[config.mk]
export PLATFORM = sky130hd
export DESIGN_NAME = cwb_balance
export DESIGN_NICKNAME = d
export VERILOG_FILES = /design/src/hdl/cwb_pkg.sv /design/src/hdl/cwb_acc_if.sv /design/src/hdl/cwb_accum.sv /design/src/hdl/cwb_balance.sv
export SDC_FILE = /design/constraint.sdc
export NUM_CORES = 2
export LEC_CHECK = 0
export ABC_AREA = 1
export BUFFER_PORTS_ARGS = -buffer_cell sky130_fd_sc_hd__buf_2
export CORE_ASPECT_RATIO = 1.4
export CORE_MARGIN = 2
export CORE_UTILIZATION = 58
export CTS_BUF_LIST = sky130_fd_sc_hd__clkbuf_8
export DETAILED_ROUTE_END_ITERATION = 10
export PLACE_DENSITY = 0.88
export SYNTH_ARGS = -nofsm -noshare
export SYNTH_HDL_FRONTEND = slang
export SYNTH_SLANG_ARGS = --single-unit
[constraint.sdc]
create_clock -name clk -period 11.7 [get_ports clk]
set_clock_uncertainty 0.15 [all_clocks]
set_input_delay 2.34 -clock clk [delete_from_list [all_inputs] [get_ports clk]]
set_output_delay 2.34 -clock clk [all_outputs]
set_load 0.005 [all_outputs]
[src/hdl/cwb_pkg.sv]
// constants and types shared by the colour balance block
package cwb_pkg;
    localparam logic [31:0] CWB_REG_ADDR      = 32'hf0f0080c;
    // bit positions follow the bus convention: field bit [0] is data bit 31
    localparam int          CWB_BIT_PRESENT   = 31;
    localparam int          CWB_BIT_ABS       = 30;
    localparam int          CWB_BIT_ONESHOT   = 26;
    localparam int          CWB_BIT_ON        = 25;
    localparam int          CWB_BIT_MODE      = 24;
    localparam int          CWB_UB_LSB        = 12;
    localparam int          CWB_VR_LSB        = 0;
    localparam int          CWB_GAIN_W        = 12;
    localparam int          CWB_SAMPLE_W      = 14;
    localparam int          CWB_LUT_IN_W      = 12;
    localparam int          CWB_LUT_OUT_W     = 10;
    localparam int          CWB_SUM_W         = 36;
    localparam int          CWB_POS_W         = 12;
    localparam logic [11:0] CWB_GAIN_MAX      = 12'h238;
    localparam logic [11:0] CWB_GAIN_UNITY    = 12'h11c;
    // 2^16 / 284 rounded, turns gain code into a 16-bit fraction of unity
    localparam logic [7:0]  CWB_UNITY_RECIP   = 8'he7;
    localparam logic [3:0]  CWB_SHOT_FRAMES   = 4'h9;
    localparam logic [7:0]  CWB_SHOT_STEP0    = 8'h80;
    localparam logic [11:0] CWB_AUTO_STEP     = 12'h001;
    localparam logic        CWB_RST_ON        = 1'b0;
    localparam logic        CWB_RST_MODE      = 1'b0;
    localparam logic        CWB_RST_ABS       = 1'b0;
    localparam longint      CWB_CLK_HZ        = 100000000;
    localparam longint      CWB_TIMEOUT_S     = 10;
    localparam longint      CWB_TIMEOUT_CYC   = CWB_TIMEOUT_S * CWB_CLK_HZ;
    localparam logic [1:0]  CWB_CH_R          = 2'h0;
    localparam logic [1:0]  CWB_CH_G          = 2'h1;
    localparam logic [1:0]  CWB_CH_B          = 2'h2;

    typedef enum logic [1:0] {CWB_IDLE, CWB_SHOT, CWB_AUTO} cwb_state_e;
endpackage : cwb_pkg

[src/hdl/cwb_acc_if.sv]
// link between the balance control and the colour sum accumulator
`timescale 1ns/100ps
interface cwb_acc_if;
    import cwb_pkg::*;
    logic                   clear;
    logic                   add;
    logic [1:0]             chan;
    logic [CWB_SAMPLE_W-1:0] sample;
    logic [CWB_SUM_W-1:0]   sum_r;
    logic [CWB_SUM_W-1:0]   sum_g;
    logic [CWB_SUM_W-1:0]   sum_b;
    modport ctl (output clear, output add, output chan, output sample,
                 input sum_r, input sum_g, input sum_b);
    modport acc (input clear, input add, input chan, input sample,
                 output sum_r, output sum_g, output sum_b);
endinterface : cwb_acc_if

[src/hdl/cwb_accum.sv]
// per-colour sample sums over the evaluation area
`timescale 1ns/100ps
module cwb_accum
    import cwb_pkg::*;
(
    input  wire logic clk,
    input  wire logic rst,
    input  wire logic ce,
    cwb_acc_if.acc    acc
);
    typedef struct packed {
        logic [2:0][CWB_SUM_W-1:0] sum;
    } cwb_acc_s;

    cwb_acc_s st;
    cwb_acc_s next_st;

    always_comb
    begin
        next_st = st;
        for (int i = 0; i < 3; i++)
        begin
            if (acc.clear)
                next_st.sum[i] = '0;
            else if (acc.add && acc.chan == 2'(i))
                next_st.sum[i] = st.sum[i] + CWB_SUM_W'(acc.sample);
        end
    end

    always_ff @(posedge clk)
    begin
        if (rst)
            st <= '0;
        else if (ce)
            st <= next_st;
    end

    assign acc.sum_r = st.sum[CWB_CH_R];
    assign acc.sum_g = st.sum[CWB_CH_G];
    assign acc.sum_b = st.sum[CWB_CH_B];
endmodule : cwb_accum

[src/hdl/cwb_balance.sv]
// colour balance control: register, lookup bypass, gains, one-shot and continuous loop
`timescale 1ns/100ps
// Summary of operation
// - lookup table off passes the whole 14-bit sample unchanged.
// - lookup table on keeps upper 12 bits, reduced to a 10-bit result.
// - presence bit reads whether the balance feature exists.
// - absolute-control bit selects absolute gains instead of the register fields.
// - writing one-shot starts one balance; bit reads 1 until done.
// - one-shot writes are ignored while automatic mode is selected.
// - on/off bit switches the feature and reads back its state.
// - mode bit selects manual (0) or automatic (1) and reads back.
// - blue gain high group, red gain low; writes ignored in auto or off.
// - each gain spans codes 0 to 568, about 0.0353 dB per code.
// - with both gains below 284 the smaller sets green gain.
// - one-shot balance generates its own frames with current settings.
// - one-shot balance processes exactly nine frames.
// - one-shot sums red, green, blue and steers gains toward equal sums.
// - with transmit enabled, one-shot frames also go out on the bus.
// - capture active before one-shot is restarted when it completes.
// - one-shot result gains are left readable in the register.
// - triggered continuous balance aborts after over 10 s between frames.
// - continuous balance may start during capture or while idle.
// - evaluation area serves all auto functions; disabled follows image.
// - continuous balance sums colours inside the area as loop feedback.
module cwb_balance
    import cwb_pkg::*;
#(
    parameter longint TIMEOUT_CYCLES = CWB_TIMEOUT_CYC,
    parameter logic   FEATURE_PRESENT = 1'b1
)
(
    input  wire logic                    clk,
    input  wire logic                    rst,
    input  wire logic                    ce,
    input  wire logic [31:0]             reg_addr,
    input  wire logic                    reg_wr,
    input  wire logic [31:0]             reg_wdata,
    input  wire logic                    reg_rd,
    output logic      [31:0]             reg_rdata,
    input  wire logic [CWB_GAIN_W-1:0]   abs_ub,
    input  wire logic [CWB_GAIN_W-1:0]   abs_vr,
    input  wire logic                    lookup_table_on,
    input  wire logic                    pix_valid,
    input  wire logic [1:0]              pix_chan,
    input  wire logic [CWB_SAMPLE_W-1:0] pix_sample,
    input  wire logic [CWB_POS_W-1:0]    pix_x,
    input  wire logic [CWB_POS_W-1:0]    pix_y,
    input  wire logic                    frame_end,
    input  wire logic                    area_en,
    input  wire logic [CWB_POS_W-1:0]    area_x,
    input  wire logic [CWB_POS_W-1:0]    area_y,
    input  wire logic [CWB_POS_W-1:0]    area_w,
    input  wire logic [CWB_POS_W-1:0]    area_h,
    input  wire logic                    capture_active,
    input  wire logic                    isochronous_transmit_enable,
    input  wire logic                    ext_trigger_mode,
    output logic                         pix_out_valid,
    output logic      [CWB_SAMPLE_W-1:0] pix_out,
    output logic                         shot_frame_req,
    output logic                         shot_tx_en,
    output logic                         capture_restart,
    output logic                         auto_running
);
    localparam logic [29:0] TIMEOUT_CNT = 30'(TIMEOUT_CYCLES);

    typedef struct packed {
        cwb_state_e                 fsm;
        logic                       abs_ctl;
        logic                       on;
        logic                       mode;
        logic [CWB_GAIN_W-1:0]      ub;
        logic [CWB_GAIN_W-1:0]      vr;
        logic [3:0]                 frames;
        logic [7:0]                 step;
        logic                       cap_was;
        logic                       restart;
        logic [29:0]                idle_cnt;
        logic                       pix_vld;
        logic [CWB_SAMPLE_W-1:0]    pix;
        logic [31:0]                rdata;
    } cwb_main_s;

    cwb_main_s st;
    cwb_main_s next_st;

    cwb_acc_if acc_bus ();

    cwb_accum u_accum (
        .clk (clk),
        .rst (rst),
        .ce  (ce),
        .acc (acc_bus.acc)
    );

    logic                    reg_hit;
    logic                    in_area;
    logic [CWB_SAMPLE_W-1:0] lut_sample;
    logic [CWB_GAIN_W-1:0]   g_ub;
    logic [CWB_GAIN_W-1:0]   g_vr;
    logic [CWB_GAIN_W-1:0]   g_green;
    logic [CWB_GAIN_W-1:0]   g_sel;
    logic [33:0]             scaled;
    logic [CWB_SAMPLE_W-1:0] gained;
    logic [CWB_GAIN_W-1:0]   upd_ub;
    logic [CWB_GAIN_W-1:0]   upd_vr;
    logic [CWB_GAIN_W-1:0]   step_w;
    logic [CWB_POS_W:0]      area_x_end;
    logic [CWB_POS_W:0]      area_y_end;

    assign reg_hit = (reg_addr == CWB_REG_ADDR);

    // one extra bit so a window that reaches the far edge does not wrap to zero
    assign area_x_end = {1'b0, area_x} + {1'b0, area_w};
    assign area_y_end = {1'b0, area_y} + {1'b0, area_h};

    // evaluation window; when disabled every active pixel counts
    assign in_area = !area_en ||
                     (pix_x >= area_x && {1'b0, pix_x} < area_x_end &&
                      pix_y >= area_y && {1'b0, pix_y} < area_y_end);

    assign acc_bus.clear  = frame_end;
    assign acc_bus.add    = pix_valid && in_area && st.fsm != CWB_IDLE;
    assign acc_bus.chan   = pix_chan;
    assign acc_bus.sample = pix_sample;

    // lookup path keeps the top 12 bits and reduces them to 10
    always_comb
    begin
        if (lookup_table_on)
            lut_sample = CWB_SAMPLE_W'(pix_sample[CWB_SAMPLE_W-1 -: CWB_LUT_OUT_W]);
        else
            lut_sample = pix_sample;
    end

    // gain source and green gain selection
    always_comb
    begin
        g_ub = st.abs_ctl ? abs_ub : st.ub;
        g_vr = st.abs_ctl ? abs_vr : st.vr;
        if (g_ub < CWB_GAIN_UNITY && g_vr < CWB_GAIN_UNITY)
            g_green = (g_ub < g_vr) ? g_ub : g_vr;
        else
            g_green = CWB_GAIN_UNITY;
        if (!st.on)
            g_sel = CWB_GAIN_UNITY;
        else if (pix_chan == CWB_CH_R)
            g_sel = g_vr;
        else if (pix_chan == CWB_CH_B)
            g_sel = g_ub;
        else
            g_sel = g_green;
        scaled = 34'(lut_sample) * 34'(g_sel) * 34'(CWB_UNITY_RECIP);
        if (|scaled[33:30])
            gained = '1;
        else
            gained = scaled[29:16];
    end

    // one loop step: move each side gain toward the green sum, clamped
    always_comb
    begin
        step_w = CWB_GAIN_W'(st.step);
        upd_ub = st.ub;
        upd_vr = st.vr;
        if (acc_bus.sum_b < acc_bus.sum_g)
            upd_ub = (CWB_GAIN_MAX - st.ub > step_w) ? st.ub + step_w : CWB_GAIN_MAX;
        else if (acc_bus.sum_b > acc_bus.sum_g)
            upd_ub = (st.ub > step_w) ? st.ub - step_w : '0;
        if (acc_bus.sum_r < acc_bus.sum_g)
            upd_vr = (CWB_GAIN_MAX - st.vr > step_w) ? st.vr + step_w : CWB_GAIN_MAX;
        else if (acc_bus.sum_r > acc_bus.sum_g)
            upd_vr = (st.vr > step_w) ? st.vr - step_w : '0;
    end

    always_comb
    begin
        next_st         = st;
        next_st.restart = 1'b0;
        next_st.pix_vld = pix_valid;
        if (pix_valid)
            next_st.pix = gained;

        if (reg_rd && reg_hit)
        begin
            next_st.rdata                   = '0;
            next_st.rdata[CWB_BIT_PRESENT]  = FEATURE_PRESENT;
            next_st.rdata[CWB_BIT_ABS]      = st.abs_ctl;
            next_st.rdata[CWB_BIT_ONESHOT]  = (st.fsm == CWB_SHOT);
            next_st.rdata[CWB_BIT_ON]       = st.on;
            next_st.rdata[CWB_BIT_MODE]     = st.mode;
            next_st.rdata[CWB_UB_LSB +: CWB_GAIN_W] = st.ub;
            next_st.rdata[CWB_VR_LSB +: CWB_GAIN_W] = st.vr;
        end

        // loop sequencing
        unique case (st.fsm)
            CWB_IDLE:
            begin
                next_st.idle_cnt = '0;
            end
            CWB_SHOT:
            begin
                if (frame_end)
                begin
                    next_st.ub     = upd_ub;
                    next_st.vr     = upd_vr;
                    next_st.frames = st.frames + 4'h1;
                    next_st.step   = (st.step > 8'h01) ? {1'b0, st.step[7:1]} : 8'h01;
                    if (st.frames + 4'h1 == CWB_SHOT_FRAMES)
                    begin
                        next_st.fsm     = CWB_IDLE;
                        next_st.restart = st.cap_was;
                    end
                end
            end
            CWB_AUTO:
            begin
                if (frame_end)
                begin
                    next_st.ub       = upd_ub;
                    next_st.vr       = upd_vr;
                    next_st.idle_cnt = '0;
                end
                else if (ext_trigger_mode)
                begin
                    if (st.idle_cnt == TIMEOUT_CNT)
                    begin
                        next_st.fsm  = CWB_IDLE;
                        next_st.mode = 1'b0;
                    end
                    else
                        next_st.idle_cnt = st.idle_cnt + 30'h1;
                end
                if (!st.on || !st.mode)
                    next_st.fsm = CWB_IDLE;
            end
            default:
                next_st.fsm = CWB_IDLE;
        endcase

        if (reg_wr && reg_hit)
        begin
            next_st.abs_ctl = reg_wdata[CWB_BIT_ABS];
            next_st.on      = reg_wdata[CWB_BIT_ON];
            next_st.mode    = reg_wdata[CWB_BIT_MODE];
            if (st.on && !st.mode && st.fsm != CWB_SHOT)
            begin
                next_st.ub = reg_wdata[CWB_UB_LSB +: CWB_GAIN_W];
                next_st.vr = reg_wdata[CWB_VR_LSB +: CWB_GAIN_W];
                if (next_st.ub > CWB_GAIN_MAX)
                    next_st.ub = CWB_GAIN_MAX;
                if (next_st.vr > CWB_GAIN_MAX)
                    next_st.vr = CWB_GAIN_MAX;
            end
            if (reg_wdata[CWB_BIT_ONESHOT] && !st.mode && !reg_wdata[CWB_BIT_MODE]
                && st.fsm == CWB_IDLE)
            begin
                next_st.fsm     = CWB_SHOT;
                next_st.frames  = '0;
                next_st.step    = CWB_SHOT_STEP0;
                next_st.cap_was = capture_active;
            end
            else if (reg_wdata[CWB_BIT_MODE] && reg_wdata[CWB_BIT_ON]
                     && st.fsm == CWB_IDLE)
            begin
                next_st.fsm      = CWB_AUTO;
                next_st.step     = 8'(CWB_AUTO_STEP);
                next_st.idle_cnt = '0;
            end
            // a stop ends the loop at once, so a frame in the same cycle moves no gain
            if (st.fsm == CWB_AUTO && !(reg_wdata[CWB_BIT_ON] && reg_wdata[CWB_BIT_MODE]))
            begin
                next_st.fsm      = CWB_IDLE;
                next_st.ub       = st.ub;
                next_st.vr       = st.vr;
                next_st.idle_cnt = '0;
            end
        end
    end

    always_ff @(posedge clk)
    begin
        if (rst)
        begin
            st         <= '0;
            st.fsm     <= CWB_IDLE;
            st.on      <= CWB_RST_ON;
            st.mode    <= CWB_RST_MODE;
            st.abs_ctl <= CWB_RST_ABS;
            st.ub      <= CWB_GAIN_UNITY;
            st.vr      <= CWB_GAIN_UNITY;
            st.step    <= CWB_SHOT_STEP0;
        end
        else if (ce)
            st <= next_st;
    end

    assign reg_rdata       = st.rdata;
    assign pix_out_valid   = st.pix_vld;
    assign pix_out         = st.pix;
    assign shot_frame_req  = (st.fsm == CWB_SHOT);
    assign shot_tx_en      = (st.fsm == CWB_SHOT) && isochronous_transmit_enable;
    assign capture_restart = st.restart;
    assign auto_running    = (st.fsm == CWB_AUTO);
endmodule : cwb_balance

== Word-level counts from Yosys, hierarchy flattened ==
Cells that the tools add are included.

* Memories kept: 0
* RAM bits: 0
* Bits in read-only memories: 0
* Output and inout port bits: 51
* Bits in registers: 225
* Latch bits: 0

* Multipliers: 2
* Div/mod/pow operators: 0
* $lt $le $gt $ge: 18
* Reductions and logical operators: 46
* Add/sub/neg operators: 13
* Equality and inequality tests: 10
* Bitwise gates (word level): 0
* Shift operators: 0
* Muxes and demuxes: 62

{| class="wikitable"
|+ Operators by type and width
! operator !! count
|-
| 36-bit two-way mux || 7
|-
| 12-bit two-way mux || 18
|-
| 30-bit two-way mux || 7
|-
| 36-bit by 14-bit adder with 36-bit output || 3
|-
| 36-bit > comparator || 2
|-
| 36-bit < comparator || 2
|-
| 24-bit two-way mux || 3
|-
| 30-bit case mux with 2 select lines || 1
|-
| 12-bit by 8-bit > comparator with 1-bit output || 4
|-
| 24-bit case mux with 2 select lines || 1
|-
| 42-bit two-way mux || 1
|-
| 26-bit by 8-bit multiplier with 34-bit output (second input constant) || 1
|-
| 32-bit equality test (second input constant) || 1
|-
| 30-bit by 1-bit adder with 30-bit output (second input constant) || 1
|-
| 30-bit equality test (second input constant) || 1
|-
| 14-bit two-way mux || 2
|-
| 12-bit by 12-bit adder with 13-bit output || 2
|-
| 12-bit by 13-bit < comparator with 1-bit output || 2
|-
| 14-bit by 12-bit multiplier with 26-bit output || 1
|-
| 12-bit by 8-bit adder with 12-bit output || 2
|-
| 12-bit greater-or-equal comparator || 2
|-
| 12-bit by 10-bit > comparator with 1-bit output (second input constant) || 2
|-
| 12-bit by 9-bit < comparator with 1-bit output (second input constant) || 2
|-
| 10-bit by 12-bit subtractor with 12-bit output (first input constant) || 2
|-
| 24 further kinds || 81
|}

== Longest topological paths before layout ==
* Depth after elaboration: 11
* Mapped depth: 71
* Gate-level depth less buffers: 67

== By module ==
From an unflattened synthesis, not the netlist that was laid out.

* Cells, all modules: 5126
* Area total of the unflattened synthesis: 32946.6 um^2

{| class="wikitable"
|+ Modules (own cells, without submodules)
! module !! cells each !! area each (um^2) !! times used !! sequential area each (um^2)
|-
| cwb_balance || 3812 || 25186.7 || 1 || 2342.2
|-
| cwb_accum || 1314 || 7759.9 || 1 || 2162.1
|}

== Least setup slack after synthesis ==
OpenSTA, ideal clock, no wires.

* Kind: input port to flip-flop
* Start: input abs_ub[5]
* End: register st, in the netlist pix_out[10]
* Arrival time: 12.323 ns
* Slack: -0.882 ns
* Stages on the path: 61
* Path buffers: 2
* Cells stage by stage: or2_2 > o21ai_0 > inv_1 > ha_1 > a21oi_1 > o21ai_0 > a21oi_1 > nand2_1 > buf_4 > nand2_1 > o21ai_0 > o21ai_1 > nand3_2 > inv_2 > nand2_1 > fa_1 > fa_1 > fa_1 > [... 25 more ...] > inv_1 > fa_1 > inv_1 > fa_1 > inv_1 > ha_1 > inv_1 > o21ai_0 > nor2_1 > o221ai_1 > a21oi_1 > o21ai_0 > xor2_1 > nor2_1 > buf_2 > nand3_1 > nand2_1 > inv_1

* Cells in the longest elaborated chain, start to end: 11

{| class="wikitable"
|+ Ends and longest elaborated chain
! element !! line !! text
|-
| start: declaration || cwb_balance.sv:40 || <nowiki>input wire logic [CWB_GAIN_W-1:0] abs_ub,</nowiki>
|-
| 12-bit two-way mux * || cwb_balance.sv:138 || <nowiki>g_ub = st.abs_ctl ? abs_ub : st.ub;</nowiki>
|-
| 12-bit < comparator or 12-bit by 9-bit < comparator with 1-bit output (tied branches) || cwb_balance.sv:141, cwb_balance.sv:140 ||
|-
| 12-bit two-way mux or 1-bit logical AND (tied branches) || cwb_balance.sv:141, cwb_balance.sv:140 ||
|-
| 12-bit two-way mux || cwb_balance.sv:140 || <nowiki>if (g_ub < CWB_GAIN_UNITY && g_vr < CWB_GAIN_UNITY)</nowiki>
|-
| 12-bit two-way mux * || cwb_balance.sv:148 || <nowiki>else if (pix_chan == CWB_CH_B)</nowiki>
|-
| 12-bit two-way mux * || cwb_balance.sv:146 || <nowiki>else if (pix_chan == CWB_CH_R)</nowiki>
|-
| 12-bit two-way mux * || cwb_balance.sv:144 || <nowiki>if (!st.on)</nowiki>
|-
| 14-bit by 12-bit multiplier with 26-bit output * || cwb_balance.sv:152 || <nowiki>scaled = 34'(lut_sample) * 34'(g_sel) * 34'(CWB_UNITY_RECIP);</nowiki>
|-
| 26-bit by 8-bit multiplier with 34-bit output * || cwb_balance.sv:152 ||
|-
| 4-bit OR reduction || cwb_balance.sv:153 || <nowiki>if (|scaled[33:30])</nowiki>
|-
| 14-bit two-way mux * || cwb_balance.sv:153 ||
|-
| end signal: assignment || cwb_balance.sv:295 || <nowiki>st <= next_st;</nowiki>
|-
| end: declaration || cwb_balance.sv:83 || <nowiki>cwb_main_s st;</nowiki>
|}

Every way passes the cells marked *; elsewhere a longest branch is shown, timed or not.
A chain may end at the register's enable or synchronous reset.

== Worst setup path after layout ==
* Start: input abs_ub[7]
* End: register st, in the netlist pix_out[6]

The elaborated chain is that of the path after synthesis.

==> metrics.md <==
| Metric | Value |
|---|---|
| R2R setup slack | 0.42 ns |
| Multi-input logic area | 26200 um^2 |
| CP startpoint kind | primary input |
| Layout fillers | 4839 |
| Post-Synthesis Cells | 5194 |
| Seq cells post-synth | 225 |
| Final min period | 12.10 ns |
| Most common cell after layout, fill and taps aside | nand2_1 |
| Worst flop-to-flop path endpoint | pix_out[6] |
| Critical Path RT | 12.07 ns |
| Worst hold start | pix_out_valid |
| Vias/cell | 5.74 |
| RSZ-0062 raised after global routing | true |
| Crit-path slowest cell | fa_1 |
| Final setup vio count | 14 |
| CTS H-tree depth | 2 |
| CP top delay family | adder cells |
| HPWL after DPL | 84800 um |
| DRT iter0 DRCs | 2894 |
| Die X | 208 um |
| Worst R2R Start | st[117] |
| Top Ports | 239 |
| Setup TNS | -5.36 ns |
| Initial Utilization | 0.587 |
| Final worst slack | -0.403 ns |
| Routed Antenna Nets | 0 |
| Final #Nets | 6361 |
| Die height | 289 um |
| Max-cap viol count | 0 |
| Core ar. | 57500 um^2 |
| First-pass GRT wire length | 174000 um |
| Storage cell area | 4500 um^2 |
| Outcome | complete, but fails checks |
| Site Rows | 104 |
| Crit Path Class | primary input to register |
| Slew headroom | 0.136 |
| Buffers plus inverters on the worst setup path | 21 |
| Most frequent cells in the layout | 1135 x nand2_1, 781 x inv_1, 485 x nor2_1 |
| CP Data Arrival Time | 12.47 ns |
| Layout cells sized above 1 | 0.154 |
| Layout area overhead | 15.8% |
| YS warnings | 0 |
| RD Place Congestion | 0.994 |
| Routed WL | 112000 um |
| Hold EP | pix_out_valid |
| Skew-Pair Late Insertion Delay | 0.67 ns |
| Syn_area_per_cell | 6.50 um^2 |
| Cell repeated most along the worst path | inv_2 |
| Seq/Total Area, Yosys | 0.133 |
| Worst path max stage delay | 0.64 ns |
| Largest net degree at the start of global routing | 99 |
| Critical path peak fanout | 7 |
| Mapped Area | 33800 um^2 |
| CTS Buf Count | 41 |
| Drt pass-1 iters | 6 |
| Tot GR Track Use | 0.354 |
| Crit. End Element | register |
| Worst Hold Depth | 2 |
| Reg clk slew, reported paths | 0.06 ns |
| Die Footprint | 60200 um^2 |
| CTS tree | yes |
| CTS Hold Bufs | 0 |
| Final hold vios | 0 |
| Number of global-route vias before repair | 35784 |
| Via count | 36458 |
| Initial antenna violation count | 2 |
| Post-route DRC | 0 |
| Slew @ Worst Pin | 1.28 ns |
| Fmax achieved | 82.6 MHz |
| Clock sink total | 225 |
| Post-layout util | 0.680 |
| R2R depth | 67 |
| Total global routing overflow | 0 |
| Final worst path period share | 1.03 |
| Routed WL per cell | 17.6 um |
| Hold Crit Class | register to register |
| CTS Buffer Depth | 3 |
| Distinct cells, synth | 55 |
| Failing checks | negative setup slack |
| Pins Over Slew Limit | 0 |
| Root Buffer | clkbuf_8 |
| PortBufs | 231 |
==> state kept, by name, indices dropped and copies added (netlist names) <==
signal             count
st                    72
pix_out_valid          1
u_accum.acc.sum_r     36
capture_restart        1
reg_rdata             29
u_accum.acc.sum_b     36
pix_out               14
u_accum.acc.sum_g     36
==> what timing repair did <==
action / 4_1_cts / 5_1_grt
endpoints found under the hold margin: 0 / 0
pin swaps: 17 / 60
buffers inserted: 12 / 10
gates resized for setup: 54 / 167
setup endpoints to repair: 14 / 14
cloned: 1 / 1
==> per-stage QoR <==
stage	setup slack, ns	instance area (um^2)	hold WS, ns	std cells
after floorplan	-0.207	34000	0.292	5196
after global placement	-0.680	37200	0.313	6250
after detailed placement	-0.846	37200	0.315	6250
after CTS	0.00569	38300	0.329	6336
after global routing	-0.838	39100	0.342	6348
final	-0.403	39100	0.326	6348
==> cell families (layout without fill, tap and decap cells) <==
| group | after synthesis | count (layout) | share of synthesized area |
|---|---|---|---|
| other | 1 | 4 | 0.000111 |
| adder cells (fa/ha/maj) | 598 | 598 | 0.268 |
| flip-flops | 225 | 225 | 0.133 |
| buffers and inverters | 1022 | 1431 | 0.122 |
| AO/OA/AOI/OAI | 910 | 910 | 0.146 |
| AND/OR/NAND/NOR | 2232 | 2232 | 0.277 |
| XOR/XNOR | 206 | 206 | 0.0534 |
==> worst reg2reg max path: cells and delay by family, from the launching register on <==
family	cells	cell delay (ns)
fa+ha+maj	12	5.16
xor+xnor	1	0.10
compound gates	14	1.63
simple gates	18	1.73
flops	1	0.31
buf+inv	22	2.01
==> worst max path at each step <==
stage,from,endpoint,slack [ns],depth (start not counted)
after global placement,abs_ub[10],pix_out[9],-0.68,58
after global routing,abs_ub[9],pix_out[10],-0.84,66
after floorplan,abs_ub[5],pix_out[7],-0.21,62
final,abs_ub[7],pix_out[6],-0.40,66
after detailed placement,abs_ub[11],pix_out[9],-0.85,53
after CTS,abs_ub[6],pix_out[1],0.006,62
==> final cells by class <==
cell class,instances,share of cell area
Multi-Input combinational cell,3949,0.669
Sequential cell,225,0.115
Timing Repair Buffer,534,0.0898
Inverter,824,0.0797
Tap cell,742,0.0237
Clock buffer,49,0.0172
Clock inverter,24,0.00502
Antenna cell,1,0.0000640
==> cell usage after synthesis, drive strengths merged <==
cell	count	area share
and3	5	0.00093
a21boi	9	0.0021
o41ai	2	0.00052
nor3b	4	0.00089
clkinv	5	0.00056
o211ai	22	0.0049
o221ai	7	0.0018
nand4	79	0.015
or2	16	0.0030
clkbuf	102	0.011
a41oi	1	0.00026
o22ai	18	0.0033
conb	1	0.00011
nor2b	1	0.00019
nand3	301	0.046
nand2	1198	0.13
o211a	1	0.00030
inv	819	0.091
a21o	22	0.0049
and2	5	0.00093
xnor2	55	0.014
a211oi	12	0.0027
ha	391	0.14
nand3b	8	0.0018
buf	96	0.019
fa	207	0.12
o21bai	21	0.0049
o21ai	278	0.042
nor3	87	0.013
a21oi	496	0.074
nor4	27	0.0050
xor2	151	0.039
a221oi	4	0.0010
dfxtp	225	0.13
o21a	8	0.0018
o311ai	1	0.00026
nor2	501	0.056
a31oi	6	0.0011
o31ai	2	0.00044
==> metal layers <==
metal | vias up | share of wire | GRT usage
li1 | 17452 | - | -
met1 | 16791 | 0.36 | 0.382
met2 | 1658 | 0.48 | 0.625
met3 | 555 | 0.071 | 0.0596
met4 | 2 | 0.085 | 0.263
met5 | - | 0.00012 | 0
Power is not shown: default switching activity piles up to over one toggle a cycle in this logic, so the estimate is an artifact.
